==> config.mk <==
export PLATFORM = sky130hd
export DESIGN_NAME = rsl_reset_strap_led
export DESIGN_NICKNAME = d
export VERILOG_FILES = /design/src/hw/rsl_pkg.sv /design/src/hw/rsl_reset_strap_led.sv
export SDC_FILE = /design/constraint.sdc
export NUM_CORES = 1
export LEC_CHECK = 0
export BUFFER_PORTS_ARGS = -buffer_cell sky130_fd_sc_hd__buf_2
export CORE_ASPECT_RATIO = 1.1
export CORE_UTILIZATION = 30
export CTS_CLUSTER_DIAMETER = 100
export DETAILED_ROUTE_END_ITERATION = 8
export HOLD_SLACK_MARGIN = 0.1
export MAX_ROUTING_LAYER = met4
export PLACE_DENSITY = 0.55
export RECOVER_POWER = 100
export SLEW_MARGIN = 10
export SYNTH_ARGS = -nofsm -noshare
export SYNTH_HDL_FRONTEND = slang
export SYNTH_SLANG_ARGS = --single-unit
==> constraint.sdc <==
create_clock -name clk -period 1.85 [get_ports clk]
set_input_delay 0.37 -clock clk [delete_from_list [all_inputs] [get_ports clk]]
set_output_delay 0.37 -clock clk [all_outputs]
set_load 0.05 [all_outputs]
==> src/hw/rsl_pkg.sv <==
// rsl_pkg: constants, register map and carrier types for the reset,
// strap and port-0 link/activity indicator block.
// assumes a single 100 MHz clock and a 32-bit APB register bus.
package rsl_pkg;

    // ----------------------------------------------------------------
    // register map (byte addresses)
    // ----------------------------------------------------------------
    localparam logic [11:0] ADDR_IRQ_CFG = 12'h000;
    localparam logic [11:0] ADDR_STRAP = 12'h004;
    localparam logic [11:0] ADDR_RST_CTRL = 12'h008;
    localparam logic [11:0] ADDR_STATUS = 12'h00C;

    // interrupt configuration fields
    localparam int IRQ_POL_BIT = 0; // 1 = active high
    localparam int IRQ_OD_BIT = 1; // 1 = open-drain, 0 = push-pull
    localparam int IRQ_SRC_LSB = 4;
    localparam int IRQ_SRC_W = 2;
    localparam logic [31:0] IRQ_CFG_RST = 32'h00000000;

    // interrupt source selection codes
    localparam logic [1:0] SRC_EVENT = 2'h0; // core event input
    localparam logic [1:0] SRC_LINK = 2'h1; // port-0 link up
    localparam logic [1:0] SRC_ACT = 2'h2; // port-0 activity
    localparam logic [1:0] SRC_NONE = 2'h3; // never asserted

    // strap register fields
    localparam int STRAP_MODE_LSB = 0;
    localparam int STRAP_LED_BIT = 4;
    localparam int STRAP_DONE_BIT = 8;

    // reset control: writing this bit starts a commanded reset
    localparam int RST_CMD_BIT = 0;

    // ----------------------------------------------------------------
    // timing constants
    // ----------------------------------------------------------------
    localparam int CLK_MHZ = 100;
    localparam int POR_US = 100; // internal power-on reset length
    localparam int POR_CYC = POR_US * CLK_MHZ;
    localparam int CMD_RST_US = 10; // commanded reset pulse length
    localparam int CMD_RST_CYC = CMD_RST_US * CLK_MHZ;
    localparam int BLINK_MS = 50; // led toggle half-period
    localparam int BLINK_CYC = BLINK_MS * 1000 * CLK_MHZ;
    localparam int CNT_W = 24;

    // ----------------------------------------------------------------
    // types
    // ----------------------------------------------------------------
    typedef enum logic [2:0] {
        ST_POR = 3'b001,
        ST_RUN = 3'b010,
        ST_CMDRST = 3'b100
    } rsl_state_t;

    // latched configuration straps
    typedef struct packed {
        logic [1:0] chipMode;
        logic ledStrap;
        logic valid;
    } rsl_strap_t;

    // two-signal pin carrier
    typedef struct packed {
        logic out;
        logic oe;
    } rsl_pin_t;

endpackage

==> src/hw/rsl_reset_strap_led.sv <==
// rsl_reset_strap_led: power-on and commanded reset sequencing, strap
// capture, port-0 link/activity led drive and irq output shaping.
// assumes strap and pin inputs synchronous to clk; the bench resolves
// the two-way pins from the out/oe pairs.
//
// Register access over APB and the register offsets were chosen for this implementation.
`timescale 1ns/1ns

// Contract
// - led off, on with link, blinking with traffic
// - led drive type and polarity from strap
// - latch straps at reset release, hold after
// - chip mode from two strap bits
// - software sets irq polarity, source, drive type
// - low reset pin level requests reset
// - internal power-on reset, pin may float high
// - drive reset pin low during por, command reset
module rsl_reset_strap_led #(
    parameter int POR_CYCLES = rsl_pkg::POR_CYC, // power-on reset length
    parameter int CMD_CYCLES = rsl_pkg::CMD_RST_CYC, // command reset
    parameter int BLINK_CYCLES = rsl_pkg::BLINK_CYC // led half period
) (
    input wire logic clk, // 100 MHz system clock
    input wire logic nrst, // async active-low power-on reset
    input wire logic rstPinIn, // level seen on the reset pin
    output logic rstPinOut, // reset pin drive value (always low)
    output logic rstPinOe, // high while pulling reset pin low
    output logic sysRst_n, // active-low reset to the rest of chip
    input wire logic hostRstReq, // one-cycle reset command from master
    input wire logic chip_cfg_strap_bit0, // chip mode strap bit 0
    input wire logic chip_cfg_strap_bit1, // chip mode strap bit 1
    input wire logic ledPinIn, // strap level on the led pin
    output logic port0_link_activity_led, // led pin drive value
    output logic ledOe, // led pin output enable
    input wire logic linkUp, // port-0 link present
    input wire logic activity, // port-0 traffic pulse or level
    input wire logic irqEvent, // core interrupt event level
    output logic irqOut, // irq pin drive value
    output logic irqOe, // irq pin output enable
    output logic [1:0] chipMode, // latched chip mode hard-strap
    input wire logic psel, // apb select
    input wire logic penable, // apb enable
    input wire logic pwrite, // apb direction
    input wire logic [11:0] paddr, // apb byte address
    input wire logic [31:0] pwdata, // apb write data
    output logic [31:0] prdata, // apb read data
    output logic pready, // apb ready
    output logic pslverr // apb error on unmapped address
);
    import rsl_pkg::*;

    // ----------------------------------------------------------------
    // reset sequencer
    // ----------------------------------------------------------------
    rsl_state_t state_ff, nxt_state;
    logic [CNT_W-1:0] rstCnt_ff, nxt_rstCnt;
    rsl_strap_t strap_ff, nxt_strap;
    logic rstOe_ff, nxt_rstOe;
    logic sysRst_ff, nxt_sysRst;
    logic cmdWr;

    // the pin is read only while we are not driving it, else our own
    // pull-down would look like an external request and never release
    always_comb begin
        nxt_state = state_ff;
        nxt_rstCnt = rstCnt_ff;
        nxt_strap = strap_ff;
        case (state_ff)
            ST_POR: begin
                if (rstCnt_ff == CNT_W'(POR_CYCLES - 1)) begin
                    nxt_state = ST_RUN;
                    nxt_rstCnt = '0;
                end else begin
                    nxt_rstCnt = rstCnt_ff + 1'b1;
                end
            end
            ST_RUN: begin
                if (hostRstReq || cmdWr) begin
                    nxt_state = ST_CMDRST;
                    nxt_rstCnt = '0;
                end
            end
            ST_CMDRST: begin
                if (rstCnt_ff == CNT_W'(CMD_CYCLES - 1)) begin
                    nxt_state = ST_RUN;
                    nxt_rstCnt = '0;
                end else begin
                    nxt_rstCnt = rstCnt_ff + 1'b1;
                end
            end
            default: begin
                nxt_state = ST_POR;
                nxt_rstCnt = '0;
            end
        endcase
        // external hold: a low pin keeps the chip in reset
        if (!rstOe_ff && !rstPinIn) begin
            nxt_state = ST_RUN;
            nxt_rstCnt = '0;
        end
        // pin drive and internal reset follow the next state directly,
        // kept in this process so strap capture sees no feedback loop
        nxt_rstOe = (nxt_state != ST_RUN);
        nxt_sysRst = (nxt_state == ST_RUN) &&
                     (rstOe_ff || rstPinIn);
        // capture straps on the first cycle out of any reset
        if (nxt_sysRst && !sysRst_ff) begin
            nxt_strap.chipMode = {chip_cfg_strap_bit1,
                                  chip_cfg_strap_bit0};
            nxt_strap.ledStrap = ledPinIn;
            nxt_strap.valid = 1'b1;
        end
    end

    always_ff @(posedge clk or negedge nrst) begin
        if (!nrst) begin
            state_ff <= ST_POR;
            rstCnt_ff <= '0;
            strap_ff <= '0;
            rstOe_ff <= 1'b1;
            sysRst_ff <= 1'b0;
        end else begin
            state_ff <= nxt_state;
            rstCnt_ff <= nxt_rstCnt;
            strap_ff <= nxt_strap;
            rstOe_ff <= nxt_rstOe;
            sysRst_ff <= nxt_sysRst;
        end
    end

    // ----------------------------------------------------------------
    // link / activity led
    // ----------------------------------------------------------------
    logic [CNT_W-1:0] blinkCnt_ff, nxt_blinkCnt;
    logic blink_ff, nxt_blink;
    logic actSeen_ff, nxt_actSeen;
    logic ledOut_ff, nxt_ledOut;
    logic ledOe_ff, nxt_ledOe;
    logic ledOn;

    // activity is stretched to the end of its blink phase, so a short frame
    // gives a visible blink only if the previous phase also saw activity
    always_comb begin
        nxt_blinkCnt = blinkCnt_ff + 1'b1;
        nxt_blink = blink_ff;
        nxt_actSeen = actSeen_ff | activity;
        if (blinkCnt_ff == CNT_W'(BLINK_CYCLES - 1)) begin
            nxt_blinkCnt = '0;
            nxt_blink = actSeen_ff ? ~blink_ff : 1'b0;
            nxt_actSeen = activity;
        end
        ledOn = linkUp && !(actSeen_ff && blink_ff);
        // strap low: active-high open-source; strap high: active-low
        // open-drain. the pin is only driven toward its active level.
        nxt_ledOut = ~strap_ff.ledStrap;
        nxt_ledOe = sysRst_ff && strap_ff.valid && ledOn;
    end

    always_ff @(posedge clk or negedge nrst) begin
        if (!nrst) begin
            blinkCnt_ff <= '0;
            blink_ff <= 1'b0;
            actSeen_ff <= 1'b0;
            ledOut_ff <= 1'b0;
            ledOe_ff <= 1'b0;
        end else begin
            blinkCnt_ff <= nxt_blinkCnt;
            blink_ff <= nxt_blink;
            actSeen_ff <= nxt_actSeen;
            ledOut_ff <= nxt_ledOut;
            ledOe_ff <= nxt_ledOe;
        end
    end

    // ----------------------------------------------------------------
    // apb slave and irq shaping
    // ----------------------------------------------------------------
    logic [31:0] irqCfg_ff, nxt_irqCfg;
    logic [31:0] prdata_ff, nxt_prdata;
    logic pready_ff, nxt_pready;
    logic pslverr_ff, nxt_pslverr;
    logic irqOut_ff, nxt_irqOut;
    logic irqOe_ff, nxt_irqOe;
    logic setup, irqAct;
    logic mapped;

    // zero-wait answer: pready rises in the access cycle itself
    always_comb begin
        setup = psel && !penable;
        mapped = (paddr == ADDR_IRQ_CFG) || (paddr == ADDR_STRAP) ||
                 (paddr == ADDR_RST_CTRL) || (paddr == ADDR_STATUS);
        cmdWr = psel && penable && pready_ff && pwrite &&
                (paddr == ADDR_RST_CTRL) && pwdata[RST_CMD_BIT];
        nxt_pready = setup;
        nxt_pslverr = setup && !mapped;
        nxt_prdata = '0;
        nxt_irqCfg = irqCfg_ff;
        // source select first: the status read below uses it
        case (irqCfg_ff[IRQ_SRC_LSB +: IRQ_SRC_W])
            SRC_EVENT: irqAct = irqEvent;
            SRC_LINK: irqAct = linkUp;
            SRC_ACT: irqAct = activity;
            default: irqAct = 1'b0;
        endcase
        if (setup && !pwrite) begin
            case (paddr)
                ADDR_IRQ_CFG: nxt_prdata = irqCfg_ff;
                ADDR_STRAP: begin
                    nxt_prdata[STRAP_MODE_LSB +: 2] = strap_ff.chipMode;
                    nxt_prdata[STRAP_LED_BIT] = strap_ff.ledStrap;
                    nxt_prdata[STRAP_DONE_BIT] = strap_ff.valid;
                end
                ADDR_STATUS: nxt_prdata = {26'h0000000, irqOut_ff,
                                           irqAct, linkUp, ledOe_ff,
                                           sysRst_ff, rstOe_ff};
                default: nxt_prdata = '0;
            endcase
        end
        if (psel && penable && pready_ff && pwrite &&
            paddr == ADDR_IRQ_CFG) begin
            nxt_irqCfg = pwdata & 32'h00000033;
        end
        // open-drain pulls low whenever asserted, whatever the polarity bit
        if (irqCfg_ff[IRQ_OD_BIT]) begin
            nxt_irqOut = 1'b0;
            nxt_irqOe = irqAct;
        end else begin
            nxt_irqOut = irqAct ~^ irqCfg_ff[IRQ_POL_BIT];
            nxt_irqOe = 1'b1;
        end
        if (!sysRst_ff) begin
            nxt_irqCfg = IRQ_CFG_RST;
        end
    end

    always_ff @(posedge clk or negedge nrst) begin
        if (!nrst) begin
            irqCfg_ff <= IRQ_CFG_RST;
            prdata_ff <= '0;
            pready_ff <= 1'b0;
            pslverr_ff <= 1'b0;
            irqOut_ff <= 1'b0;
            irqOe_ff <= 1'b0;
        end else begin
            irqCfg_ff <= nxt_irqCfg;
            prdata_ff <= nxt_prdata;
            pready_ff <= nxt_pready;
            pslverr_ff <= nxt_pslverr;
            irqOut_ff <= nxt_irqOut;
            irqOe_ff <= nxt_irqOe;
        end
    end

    // ----------------------------------------------------------------
    // outputs
    // ----------------------------------------------------------------
    assign rstPinOut = 1'b0;
    assign rstPinOe = rstOe_ff;
    assign sysRst_n = sysRst_ff;
    assign port0_link_activity_led = ledOut_ff;
    assign ledOe = ledOe_ff;
    assign irqOut = irqOut_ff;
    assign irqOe = irqOe_ff;
    assign chipMode = strap_ff.chipMode;
    assign prdata = prdata_ff;
    assign pready = pready_ff;
    assign pslverr = pslverr_ff;

endmodule

==> impl_metrics.ini <==
[pwr]
power.leakage_nw = 2.540
fin_total_pwr_mw = 4.817
share_seq_of_total_power_pct = 38.9
power.share.combinational_pct = 18.5
vdd_drop_max_v = 0.0003925
p_switching_mw = 1.246
cellInternalPower_mw = 3.571
power.density_nw_per_um2 = 885.5
power_frac_clock_pct = 42.7
switching_share_pct = 25.87

[worst_hold_path]
class_of_the_tightest_hold_or_removal_check = in2reg
hold_path_depth = 2

[critical_path]
timing.critical_path.slowest_cell_delay_ns = 0.41
crit_path_start_kind = register
worst-endpoint-arrival_ns = 2.30
path_cells = nor4_4 > nand4_1 > buf_6 > a211o_1 > a211oi_2 > buf_4 > mux2_1
setup.worst_path.class = reg2reg
r2r.worst_path.cells = 7
end_kind = register
worst-path-max-fanout = 4
slowest_stage = dfrtp_1
worst-endpoint-required_ns = 2.06

[sta]
final.min_clock_period_ns = 2.083
final-max-slew-violation-count = 0
timing.final.ws_setup_ns = -0.2331
setup_repair_after_global_routing_missed_its_margin = true
period_share_pct = 112.6
timing_worst_slew_pin_value_ns = 0.6496
hold_ws_ns = 0.2187
fmax_ghz = 0.4801
hold_viol_final = 0
setup_viol = 26
timing.clock.skew_ns = 0.004310
max-slew-margin-rel_pct = 56.69
finalSetupTns_ns = -3.407

[route]
route.final.wire_length_um = 9824
via_per_inst = 4.784
final_antenna_net_count = 0
dr_total_vias = 3478
first_iter_violations = 204
avgRoutedWirePerCell_um = 13.51
firstDrtPassIters = 4
post-route-drc-count = 0

[yosys]
largest_cells_by_area_after_synthesis = dfrtp_1, buf_4, xnor2_1
yosysWarningCount = 0
proportion_of_netlist_area_held_by_the_largest_area_contributor_pct = 45.29
syn_std_cell_area_sq_um = 4089
synth-edff-count = 0
ys_flop_type = dfrtp_1
avg_inst_size_synth_sq_um = 9.712
ys_seq_area_share_pct = 46.57
ys_ff_latch = 76
synth_top_cell_by_area = dfrtp_1
yosysMostFrequentCell = dfrtp_1
netlist_top_cells_count = dfrtp_1, nor2_1, nand2_1, buf_4, a21oi_1
ys_async_sr_fraction_pct = 100.0
post_synth_num_cell_types = 57
netlist_instances = 421

[final_layout]
antenna_cells_inserted = 0
area_of_the_multi_input_gates_sq_um = 2103
sequential_cell_area_sq_um = 1906
filler_cell_count = 1327
final_layout_size_suffix_gt1_share_pct = 27.07
num-nets-final = 597
finalNonFillerCells = 727
design_area_sq_um = 5440
final_core_utilization_pct = 41.00
syn2layout_area_growth_pct = 33.05

[placement]
placed_cells_incl_taps = 704
dpl_cell_area_sq_um = 4985
dpl_worst_slack_ns = -0.3602
gpl.final_weighted_congestion = 0.8267
numPortBuffers = 45
detailedPlacementHpwl_um = 7008

[clock_network]
cts_max_level = 3
cts.root.buffer_cell = clkbuf_16
clock_sink_count = 76
clk_latency_ns = 0.33
cts.clk_slew.worst_paths_ns = 0.06
tritoncts = done
cts_made_buffers = 9
clock_path_buffers = 2

[grt]
grt_pass1_wl_um = 16510
grt_use_total_pct = 14.89
initial_antenna_violation_count = 0
grt-ovfl-total = 0
first_global_vias = 3512
maximum_number_of_pins_on_one_net_before_global_route_repair = 40

[run_status]
violations_in_the_final_reports = negative setup slack
run_status = finished with violations

[die]
die_width_um = 113.3
core-area_sq_um = 13270
row_count = 44
die_height_um = 124.4
ios = 100
design.die.area_sq_um = 14100
initial_core_util_pct = 30.82

[job]
max-cap-violations = 0
flip-flops by register name, summed over array words and instances (netlist names), 2 cells and up:
register	cells
chipMode	2
blinkCnt_ff	24
rstCnt_ff	24
prdata	7
strap_ff	2
irqCfg_ff	4
state_ff	3
final cells by class:
type,instances,share of cell area [%]
well taps,184,4.232
flip-flops and latches,76,35.03
multi-input cells,314,38.66
inverters,13,0.8970
clock inverters,4,1.748
clock buffers,12,4.715
repair buffers,124,14.72
kinds of logic after synthesis:
kind of cell / synth area share [%]
AOI/OAI and AO/OA: 14.60
xor gates and xnor gates: 4.712
adders and majority gates: 0.6119
buffers and inverters: 7.864
DFF: 46.57
muxes: 2.815
other: 0.09171
and+or+nand+nor: 22.74
final timing paths:
path	end	slack, ns	from
max in group asynchronous	irqOut	0.22	nrst
max	strap_ff[1]	-0.23	rstCnt_ff[11]
max reg2reg	strap_ff[1]	-0.23	rstCnt_ff[11]
min	pready	0.22	penable
min reg2reg	ledOe	0.44	blink_ff
min in group asynchronous	strap_ff[0]	0.60	nrst
repair_timing:
| item | 4_1_cts | 5_1_grt |
|---|---|---|
| hold buffers | 1 | 0 |
| gates resized for setup | 4 | 20 |
| endpoints found under the hold margin | 22 | 0 |
| setup buffers | 2 | 3 |
| endpoints found under the setup margin | 30 | 45 |
| pin swaps | 1 | 8 |
| cloned | 0 | 1 |
power groups by stage:
stage / Combinational [mW] / Clock, mW / Sequential (mW)
floorplan: 0.525 / 0 / 1.94
global placement: 0.861 / 0 / 1.90
detailed placement: 0.891 / 0 / 1.90
CTS: 0.898 / 2.10 / 1.87
global route: 0.965 / 2.18 / 1.88
finish: 0.889 / 2.06 / 1.87
layout by cell type (no fill, tap or decap), drive strengths merged, types with 11 or more instances in the layout:
| master | Yosys | routed |
|---|---|---|
| buf | 33 | 99 |
| dfrtp | 74 | 74 |
| clkbuf | 10 | 36 |
| nor2 | 34 | 34 |
| nand2 | 30 | 30 |
| conb | 1 | 26 |
| a21oi | 19 | 19 |
| xnor2 | 17 | 17 |
| nand3 | 17 | 17 |
| nand4 | 14 | 14 |
| inv | 13 | 13 |
| nor2b | 11 | 11 |
| o21ai | 11 | 11 |
critical path, delay by kind of cell, from the launching register on:
kind / cells / cell delay, ns
buf+inv: 2 / 0.32
compound gates: 2 / 0.46
simple gates: 2 / 0.46
mux: 1 / 0.31
flops: 1 / 0.41
metal layers:
metal,global-route usage (%),up-vias,part of all wire [%]
met3,3.358,10,3.6
met2,24.72,56,51
met1,17.66,1707,45
met5,-,-,0
met4,5.186,0,0.75
li1,-,1705,-
(Power assumes the default switching activity.)
